## src/design/mpp_defines.svh

```systemverilog
`ifndef MPP_DEFINES_SVH
`define MPP_DEFINES_SVH

// register byte offsets
`define MPP_OFS_CTRL 8'h00
`define MPP_OFS_PERIOD 8'h04
`define MPP_OFS_STATUS 8'h08

// field positions
`define MPP_CTRL_RUN 0
`define MPP_ST_LIGHT 0
`define MPP_ST_TWO_PHASE 1
`define MPP_ST_COUPLED 2
`define MPP_ST_HOLDOFF 3
`define MPP_ST_PULSE_LO 4

// reset values
`define MPP_CTRL_RST 1'h1
`define MPP_PERIOD_RST 16'h00c8

// timing
`define MPP_CLK_KHZ 200000
`define MPP_HOLDOFF_MS 50
`define MPP_STRAP_SETTLE 2'h2

`endif

```

## src/design/mpp_pkg.sv

```systemverilog
package mpp_pkg;
  typedef enum logic [1:0] {PS_NORMAL, PS_HOLDOFF, PS_LIGHT} mpp_pstate_type;
  typedef logic [31:0] mpp_word_type;
  typedef logic [15:0] mpp_period_type;
endpackage

```

## src/design/mpp_chan_if.sv

```systemverilog
`timescale 1ns/1ps
interface mpp_chan_if (
  input wire logic clock,
  input wire logic rst
);
  logic intervalStart;
  logic aboveRamp;
  logic forceOn;
  logic enable;
  logic demMode;
  logic zeroCurrent;
  logic pulseNow;
  logic upperDrive;
  logic lowerDrive;

  modport ctrl (
    input clock, rst, pulseNow, upperDrive, lowerDrive,
    output intervalStart, aboveRamp, forceOn, enable, demMode, zeroCurrent
  );
  modport chan (
    input clock, rst, intervalStart, aboveRamp, forceOn, enable, demMode, zeroCurrent,
    output pulseNow, upperDrive, lowerDrive
  );
endinterface

```

## src/design/mpp_channel.sv

```systemverilog
`timescale 1ns/1ps
module mpp_channel (
  // control and drive
  mpp_chan_if.chan bus
);
  logic aboveDly_ff;
  logic armed_ff;
  logic pulse_ff;
  logic zeroSeen_ff;
  logic upper_ff;
  logic lower_ff;
  logic nxt_pulse;
  logic nxt_armed;
  logic nxt_zeroSeen;
  logic armNow;
  logic riseReq;
  logic setPulse;
  logic zeroBlock;

  // a rise is only honoured while armed within the interval
  assign armNow = armed_ff | bus.intervalStart;
  // level is compared afresh at each interval start, not only on an edge
  assign riseReq = bus.aboveRamp & (~aboveDly_ff | bus.intervalStart);
  assign setPulse = armNow & riseReq;
  // high until the level drops back under the ramp
  assign nxt_pulse = bus.enable & (bus.forceOn | setPulse | (pulse_ff & bus.aboveRamp));
  assign nxt_armed = armNow & ~setPulse & ~bus.forceOn;
  // zero current seen: keep both switches off until the next interval
  assign nxt_zeroSeen = bus.demMode & (bus.zeroCurrent | (zeroSeen_ff & ~bus.intervalStart));
  assign zeroBlock = bus.demMode & nxt_zeroSeen;

  always_ff @(posedge bus.clock) begin
    if (bus.rst) begin
      aboveDly_ff <= 1'b0;
      armed_ff <= 1'b0;
      pulse_ff <= 1'b0;
      zeroSeen_ff <= 1'b0;
      upper_ff <= 1'b0;
      lower_ff <= 1'b0;
    end else begin
      aboveDly_ff <= bus.aboveRamp;
      armed_ff <= nxt_armed;
      pulse_ff <= nxt_pulse;
      zeroSeen_ff <= nxt_zeroSeen;
      upper_ff <= nxt_pulse & ~zeroBlock;
      lower_ff <= bus.enable & ~nxt_pulse & ~zeroBlock;
    end
  end

  assign bus.pulseNow = pulse_ff;
  assign bus.upperDrive = upper_ff;
  assign bus.lowerDrive = lower_ff;
endmodule // mpp_channel

```

## src/design/mpp_pwm_top.sv

```systemverilog
// Implementation choices: the APB slave port and the register offsets.
`timescale 1ns/1ps
`include "mpp_defines.svh"
module mpp_pwm_top #(
  parameter bit DIODE_EMU = 1'b1,
  parameter bit HAS_CPU_RESET = 1'b1,
  parameter int unsigned HOLDOFF_CYCLES = `MPP_HOLDOFF_MS * `MPP_CLK_KHZ,
  parameter int NUM_CH = 3
) (
  // clock and reset
  input wire logic clock,
  input wire logic rst,
  // apb slave
  input wire logic psel,
  input wire logic penable,
  input wire logic pwrite,
  input wire logic [7:0] paddr,
  input wire logic [31:0] pwdata,
  output logic [31:0] prdata,
  output logic pready,
  output logic pslverr,
  // comparator results per channel
  input wire logic [2:0] aboveRampRaw,
  input wire logic allPhaseAlign,
  input wire logic ch1ZeroCurrent,
  // straps
  input wire logic ch3SenseNeg,
  input wire logic freqSelectStrap,
  // power state control
  input wire logic powerStateLowN,
  input wire logic cpuResetHoldN,
  input wire logic softStartBusy,
  input wire logic codeTransitionBusy,
  // gate driver outputs
  output logic [2:0] upperSwitchDrive,
  output logic [2:0] lowerSwitchDrive,
  output logic gateDriveReduction,
  output logic coupledInductorMode,
  output logic lightState
);
  localparam int SYNC_W = 11;
  localparam logic [23:0] HOLD_LAST = 24'(HOLDOFF_CYCLES - 1);

  // synchroniser stages
  logic [SYNC_W-1:0] syncA_ff;
  logic [SYNC_W-1:0] syncB_ff;
  logic [SYNC_W-1:0] asyncIn;
  logic [2:0] aboveRamp;
  logic alignSync;
  logic zeroSync;
  logic ch3Sync;
  logic fsSync;
  logic psiNSync;
  logic cpuNSync;
  logic ssSync;
  logic codeSync;

  // registers
  logic runEn_ff;
  mpp_pkg::mpp_period_type period_ff;
  logic [31:0] prdata_ff;
  logic [15:0] cnt_ff;
  logic [15:0] nxt_cnt;
  logic [1:0] cfgCnt_ff;
  logic twoPhase_ff;
  logic coupled_ff;
  mpp_pkg::mpp_pstate_type state_ff;
  mpp_pkg::mpp_pstate_type nxt_state;
  logic [23:0] hold_ff;
  logic [23:0] nxt_hold;
  logic cpuPrev_ff;
  logic lightApplied_ff;
  logic nxt_lightApplied;
  logic gateRed_ff;

  // decode
  logic setup;
  logic access;
  logic wrEn;
  logic selCtrl;
  logic selPeriod;
  logic selStatus;
  logic mapped;
  logic [31:0] rdMux;
  logic [31:0] statusWord;
  logic boundary;
  logic blocked;
  logic cpuRise;
  logic [2:0] chStart;
  logic [2:0] chEnable;
  logic [2:0] pulses;
  logic [2:0] ups;
  logic [2:0] lows;
  logic [15:0] third;
  logic [15:0] half;

  // offset of a channel's interval start inside the period
  function automatic logic [15:0] phaseOffset(input int idx, input logic twoPh,
                                              input logic [15:0] t, input logic [15:0] h);
    logic [15:0] r;
    r = 16'h0000;
    if (idx == 1) begin
      r = twoPh ? h : t;
    end else if (idx == 2) begin
      r = 16'(t + t);
    end
    return r;
  endfunction

  // all comparator, strap and power state inputs pass two flip-flops
  assign asyncIn = {aboveRampRaw, allPhaseAlign, ch1ZeroCurrent, ch3SenseNeg,
                    freqSelectStrap, powerStateLowN, cpuResetHoldN, softStartBusy,
                    codeTransitionBusy};

  always_ff @(posedge clock) begin
    if (rst) begin
      syncA_ff <= '0;
      syncB_ff <= '0;
    end else begin
      syncA_ff <= asyncIn;
      syncB_ff <= syncA_ff;
    end
  end

  assign aboveRamp = syncB_ff[10:8];
  assign alignSync = syncB_ff[7];
  assign zeroSync = syncB_ff[6];
  assign ch3Sync = syncB_ff[5];
  assign fsSync = syncB_ff[4];
  assign psiNSync = syncB_ff[3];
  assign cpuNSync = syncB_ff[2];
  assign ssSync = syncB_ff[1];
  assign codeSync = syncB_ff[0];

  // apb decode
  assign setup = psel & ~penable;
  assign access = psel & penable;
  assign selCtrl = paddr == `MPP_OFS_CTRL;
  assign selPeriod = paddr == `MPP_OFS_PERIOD;
  assign selStatus = paddr == `MPP_OFS_STATUS;
  assign mapped = selCtrl | selPeriod | selStatus;
  assign wrEn = access & pwrite & mapped;
  assign statusWord = {25'h0000000, pulses, (state_ff == mpp_pkg::PS_HOLDOFF),
                       coupledInductorMode, twoPhase_ff, lightApplied_ff};
  assign rdMux = selCtrl ? {31'h00000000, runEn_ff} :
                 selPeriod ? {16'h0000, period_ff} :
                 selStatus ? statusWord : 32'h00000000;
  assign pready = access;
  assign pslverr = access & ~mapped;
  assign prdata = prdata_ff;

  always_ff @(posedge clock) begin
    if (rst) begin
      runEn_ff <= `MPP_CTRL_RST;
      period_ff <= `MPP_PERIOD_RST;
      prdata_ff <= 32'h00000000;
    end else begin
      if (wrEn & selCtrl) begin
        runEn_ff <= pwdata[`MPP_CTRL_RUN];
      end
      if (wrEn & selPeriod) begin
        period_ff <= pwdata[15:0];
      end
      if (setup) begin
        prdata_ff <= rdMux;
      end
    end
  end

  // interval counter and interleaved starts
  assign boundary = cnt_ff == 16'h0000;
  assign nxt_cnt = (cnt_ff >= 16'(period_ff - 16'h0001)) ? 16'h0000 : 16'(cnt_ff + 16'h0001);
  assign third = period_ff / 16'h0003;
  assign half = period_ff >> 1;

  always_ff @(posedge clock) begin
    if (rst) begin
      cnt_ff <= 16'h0000;
    end else begin
      cnt_ff <= nxt_cnt;
    end
  end

  // straps are caught once after the synchronisers settle
  always_ff @(posedge clock) begin
    if (rst) begin
      cfgCnt_ff <= 2'h0;
      twoPhase_ff <= 1'b0;
      coupled_ff <= 1'b0;
    end else begin
      if (cfgCnt_ff != 2'h3) begin
        cfgCnt_ff <= 2'(cfgCnt_ff + 2'h1);
      end
      if (cfgCnt_ff == `MPP_STRAP_SETTLE) begin
        twoPhase_ff <= ch3Sync;
        coupled_ff <= fsSync;
      end
    end
  end

  assign coupledInductorMode = DIODE_EMU & coupled_ff;

  // power state machine
  assign blocked = ssSync | codeSync | (HAS_CPU_RESET & ~cpuNSync);
  assign cpuRise = HAS_CPU_RESET & cpuNSync & ~cpuPrev_ff;

  always_comb begin
    nxt_state = state_ff;
    nxt_hold = hold_ff;
    if (cpuRise) begin
      nxt_state = mpp_pkg::PS_HOLDOFF;
      nxt_hold = 24'h000000;
    end else begin
      case (state_ff)
        mpp_pkg::PS_NORMAL: begin
          if (~blocked & ~psiNSync) begin
            nxt_state = mpp_pkg::PS_LIGHT;
          end
        end
        mpp_pkg::PS_HOLDOFF: begin
          if (HAS_CPU_RESET & ~cpuNSync) begin
            nxt_state = mpp_pkg::PS_NORMAL;
          end else if (hold_ff >= HOLD_LAST) begin
            nxt_state = mpp_pkg::PS_NORMAL;
          end else begin
            nxt_hold = 24'(hold_ff + 24'h000001);
          end
        end
        mpp_pkg::PS_LIGHT: begin
          if (blocked | psiNSync) begin
            nxt_state = mpp_pkg::PS_NORMAL;
          end
        end
        default: begin
          nxt_state = mpp_pkg::PS_NORMAL;
        end
      endcase
    end
  end

  // entry waits for a boundary, exit is immediate
  assign nxt_lightApplied = (nxt_state == mpp_pkg::PS_LIGHT) &
                            (lightApplied_ff | boundary);

  always_ff @(posedge clock) begin
    if (rst) begin
      state_ff <= mpp_pkg::PS_NORMAL;
      hold_ff <= 24'h000000;
      cpuPrev_ff <= 1'b0;
      lightApplied_ff <= 1'b0;
      gateRed_ff <= 1'b0;
    end else begin
      state_ff <= nxt_state;
      hold_ff <= nxt_hold;
      cpuPrev_ff <= cpuNSync;
      lightApplied_ff <= nxt_lightApplied;
      gateRed_ff <= DIODE_EMU & nxt_lightApplied;
    end
  end

  assign lightState = lightApplied_ff;
  assign gateDriveReduction = gateRed_ff;

  // channel enables follow run: channel one kept, others shed in light state, channel three also off in two-phase
  assign chEnable[0] = runEn_ff;
  assign chEnable[1] = runEn_ff & ~lightApplied_ff;
  assign chEnable[2] = runEn_ff & ~lightApplied_ff & ~twoPhase_ff;

  genvar gi;
  generate
    for (gi = 0; gi < NUM_CH; gi++) begin : g_ch
      mpp_chan_if chIf (
        .clock(clock),
        .rst(rst)
      );
      assign chStart[gi] = cnt_ff == phaseOffset(gi, twoPhase_ff, third, half);
      assign chIf.intervalStart = chStart[gi];
      assign chIf.aboveRamp = aboveRamp[gi];
      assign chIf.forceOn = alignSync;
      assign chIf.enable = chEnable[gi];
      assign chIf.demMode = (gi == 0) & DIODE_EMU & lightApplied_ff;
      assign chIf.zeroCurrent = (gi == 0) & zeroSync;
      assign pulses[gi] = chIf.pulseNow;
      assign ups[gi] = chIf.upperDrive;
      assign lows[gi] = chIf.lowerDrive;
      mpp_channel u_ch (
        .bus(chIf.chan)
      );
    end
  endgenerate

  assign upperSwitchDrive = ups;
  assign lowerSwitchDrive = lows;
endmodule // mpp_pwm_top

```

## config.mk

```make
export PLATFORM = sky130hd
export DESIGN_NAME = mpp_pwm_top
export DESIGN_NICKNAME = d
export VERILOG_FILES = /design/src/design/mpp_pkg.sv /design/src/design/mpp_chan_if.sv /design/src/design/mpp_channel.sv /design/src/design/mpp_pwm_top.sv
export VERILOG_INCLUDE_DIRS = /design/src /design/src/design
export SDC_FILE = /design/constraint.sdc
export NUM_CORES = 1
export LEC_CHECK = 0
export ABC_AREA = 1
export BUFFER_PORTS_ARGS = -buffer_cell sky130_fd_sc_hd__buf_2
export CAP_MARGIN = 25
export CORE_UTILIZATION = 52
export CTS_CLUSTER_SIZE = 10
export DETAILED_ROUTE_END_ITERATION = 8
export PLACE_DENSITY = 0.77
export REMOVE_ABC_BUFFERS = 1
export SETUP_SLACK_MARGIN = 0.1
export SLEW_MARGIN = 40
export SYNTH_ARGS = -nofsm -noshare
export SYNTH_HDL_FRONTEND = slang
export SYNTH_SLANG_ARGS = --single-unit
export TNS_END_PERCENT = 20
```

## constraint.sdc

```tcl
create_clock -name clock -period 4.2 [get_ports clock]
set_input_delay 0.21 -clock clock [delete_from_list [all_inputs] [get_ports clock]]
set_output_delay 0.21 -clock clock [all_outputs]
set_load 0.02 [all_outputs]
```

==> results.cfg <==
[pwr]
p_per_area_nw_per_um2 = 351
total_power_mw = 2.91
irDropWorstVdd_v = 0.000357
p_leak_nw = 3.61

[placement]
gp_congestion = 0.982
dp_hpwl_um = 11400
place_ws_ps = -490
placed_cell_area_um2 = 7160
dp_cells = 1159
port_buffers = 66

[global_routing]
grt_pass1_vias = 5769
overflow = 0
grt_pass1_wl_um = 26500
grt_util_all_layers_pct = 25.8
grt_max_degree = 50
antenna_found_initial = 0

[yosys]
synth_top_area_share_pct = 35.9
syn_area_um2 = 6530
avgSynthCellArea_um2 = 7.13
synth_cell_types = 48
yosys_warnings = 0
ys_seq_elements = 117
synth_common_cells = nand2_1, inv_1, dfxtp_1, nor2_1, a21oi_1
synth.largest_area_cell = dfxtp_1
synth_area_leaders = dfxtp_1, nand2_1, inv_1, a21oi_1, nor2_1
synth-edff-count = 0
synth-seq-area-share_pct = 35.9
synth_ff_type = dfxtp_1
synth.most_common_cell = nand2_1
synthCells = 916
synthArstFlopShare_pct = 0

[hold_path]
hp-class = input port to register
holdPathStages = 3

[clock_network]
cts_root_buf = clkbuf_16
numCtsBuffers = 17
worst_skew_pair.late_latency_ps = 420
cts_tree = done
clockBufferDepth = 2
ctsHtreeMaxLevel = 4
clkTransAtPathRegs_ps = 60
clkSinkCount = 117

[route]
wl_um = 16900
route.met3.wl_um = 938
vias_per_cell = 5.20
first_pass_iters = 5
wl_met2_um = 8060
vias = 6336
postRouteAntennaNets = 0
top_layer = met4
drt-wirelength-per-cell_um = 13.9
drc_errors = 0
wirelength_met1_um = 7520
drtIter0Drc = 468

[cells_and_area]
utilization_pct = 68.5
final_cells = 1219
nNetsFinal = 1120
n_fill_cell = 991
final_area_um2 = 8290
syn_to_final_growth_pct = 27.0
drive_gt1_share_pct = 24.2
diodes = 0

[floorplan]
die_y_um = 114
die-area_um2 = 13000
coreArea_um2 = 12100
placementRows = 40
initial_utilization_pct = 53.9
dieWidth_um = 114
pin_count = 99

[status]
violations = setup timing
outcome = finished, violations left

[worst_setup_path]
worstPathArrival_ps = 5240
cp_max_fo = 5
cpPeakStageDelay_ps = 380
r2r_cells = 44
critPathCaptureType = register
path_class = register to register
cp.required_ps = 4510
cpMaxStageDelayCell = dfxtp_4
start_kind = register
cpMostUsedCell = nand2_2

[sta]
slew_violations = 0
rsz0062_at_grt = yes
relSlewSlack_pct = 48.1
fmax_mhz = 203
clock_skew_ps = 7.76
max_slew.worst_pin.slew_ps = 778
fin_ws_ps = -727
fin_setup_tns_ps = -4010
hold_ws_ps = 27.1
setup_violations = 6
finalCriticalPeriod_ps = 4930
fin_crit_sh_pct = 117
hold_violations = 0

[flow_run]
drv_cap = 0
[where the power goes]
group / internal [mW] / total (mW) / switching, mW
Combinational: 0.0799 / 0.225 / 0.145
Clock: 0.996 / 1.53 / 0.535
Sequential: 1.14 / 1.15 / 0.0163
Total: 2.21 / 2.91 / 0.696
[layout make-up]
class / instances / area [um2] / area share [%]
multi-input combinational: 637 / 3750 / 45.2
sequential: 117 / 2350 / 28.3
timing repair buffer: 133 / 858 / 10.4
inverter: 133 / 502 / 6.05
clock buffer: 17 / 425 / 5.13
tap: 168 / 210 / 2.54
clock inverter: 14 / 198 / 2.38
[cells in the final DEF (no fill, tap or decap), drive strengths merged, types with 7 or more instances in the layout]
master / netlist / final
nand2: 167 / 167
inv: 131 / 136
buf: 27 / 123
dfxtp: 117 / 117
nor2: 89 / 89
a21oi: 84 / 84
o21ai: 64 / 64
nand3: 60 / 60
xor2: 31 / 31
ha: 25 / 25
nor3: 24 / 24
clkbuf: 17 / 17
conb: 1 / 16
nand4: 15 / 15
o211ai: 11 / 11
dlygate4sd3: 0 / 10
nor4: 10 / 10
o21a: 7 / 7
[critical path: cells and delay by family, from the launching register on]
kind,cells,cell delay (ps)
buffers and inverters,3,220
and+or+nand+nor,31,2800
AOI/OAI and AO/OA,9,1230
adders and majority gates,1,170
DFF,1,380
[what timing repair did]
action,4_1_cts,5_1_grt
endpoints found under the setup margin,6,6
hold buffers,10,0
pin swaps,11,29
gates resized for setup,16,47
hold endpoints to repair,10,0
setup buffers,11,8
[routing by layer]
| metal | up-vias | GRT usage (%) |
|---|---|---|
| met5 | - | 0 |
| met4 | 0 | 8.83 |
| met3 | 34 | 5.93 |
| met2 | 194 | 43.5 |
| met1 | 2881 | 32.3 |
| li1 | 3227 | - |
[flip-flops by register name (all words and copies together), names as in the netlist, 3 cells and up]
| name | count |
|---|---|
| hold_ff | 24 |
| cnt_ff | 16 |
| period_ff | 16 |
| prdata | 16 |
| syncA_ff | 11 |
| syncB_ff | 11 |
| g_ch.u_ch.aboveDly_ff | 3 |
| g_ch.u_ch.armed_ff | 3 |
| g_ch.u_ch.bus.lowerDrive | 3 |
| g_ch.u_ch.bus.pulseNow | 3 |
[path summary, 6_finish.rpt]
| path | start | endpoint | slack [ps] |
|---|---|---|---|
| max | period_ff[14]$_SDFFE_PP0P_ | g_ch[1].u_ch.bus.lowerDrive$_SDFF_PP0_ | -730 |
| min | powerStateLowN | syncA_ff[3]$_SDFF_PP0_ | 30 |
| max reg2reg | period_ff[14]$_SDFFE_PP0P_ | g_ch[1].u_ch.bus.lowerDrive$_SDFF_PP0_ | -730 |
| min reg2reg | syncA_ff[1]$_SDFF_PP0_ | syncB_ff[1]$_SDFF_PP0_ | 400 |
[kinds of logic (layout without fill, tap and decap cells)]
| group | Yosys count | in the layout | synth area share, % |
|---|---|---|---|
| simple gates | 377 | 377 | 26.7 |
| compound gates | 185 | 185 | 16.5 |
| buf+inv | 177 | 297 | 11.5 |
| flops | 117 | 117 | 35.9 |
| xor+xnor | 34 | 34 | 4.56 |
| fa+ha+maj | 25 | 25 | 4.79 |
| other cells | 1 | 16 | 0.0574 |
Note: power is estimated with default switching activity, not from simulation.
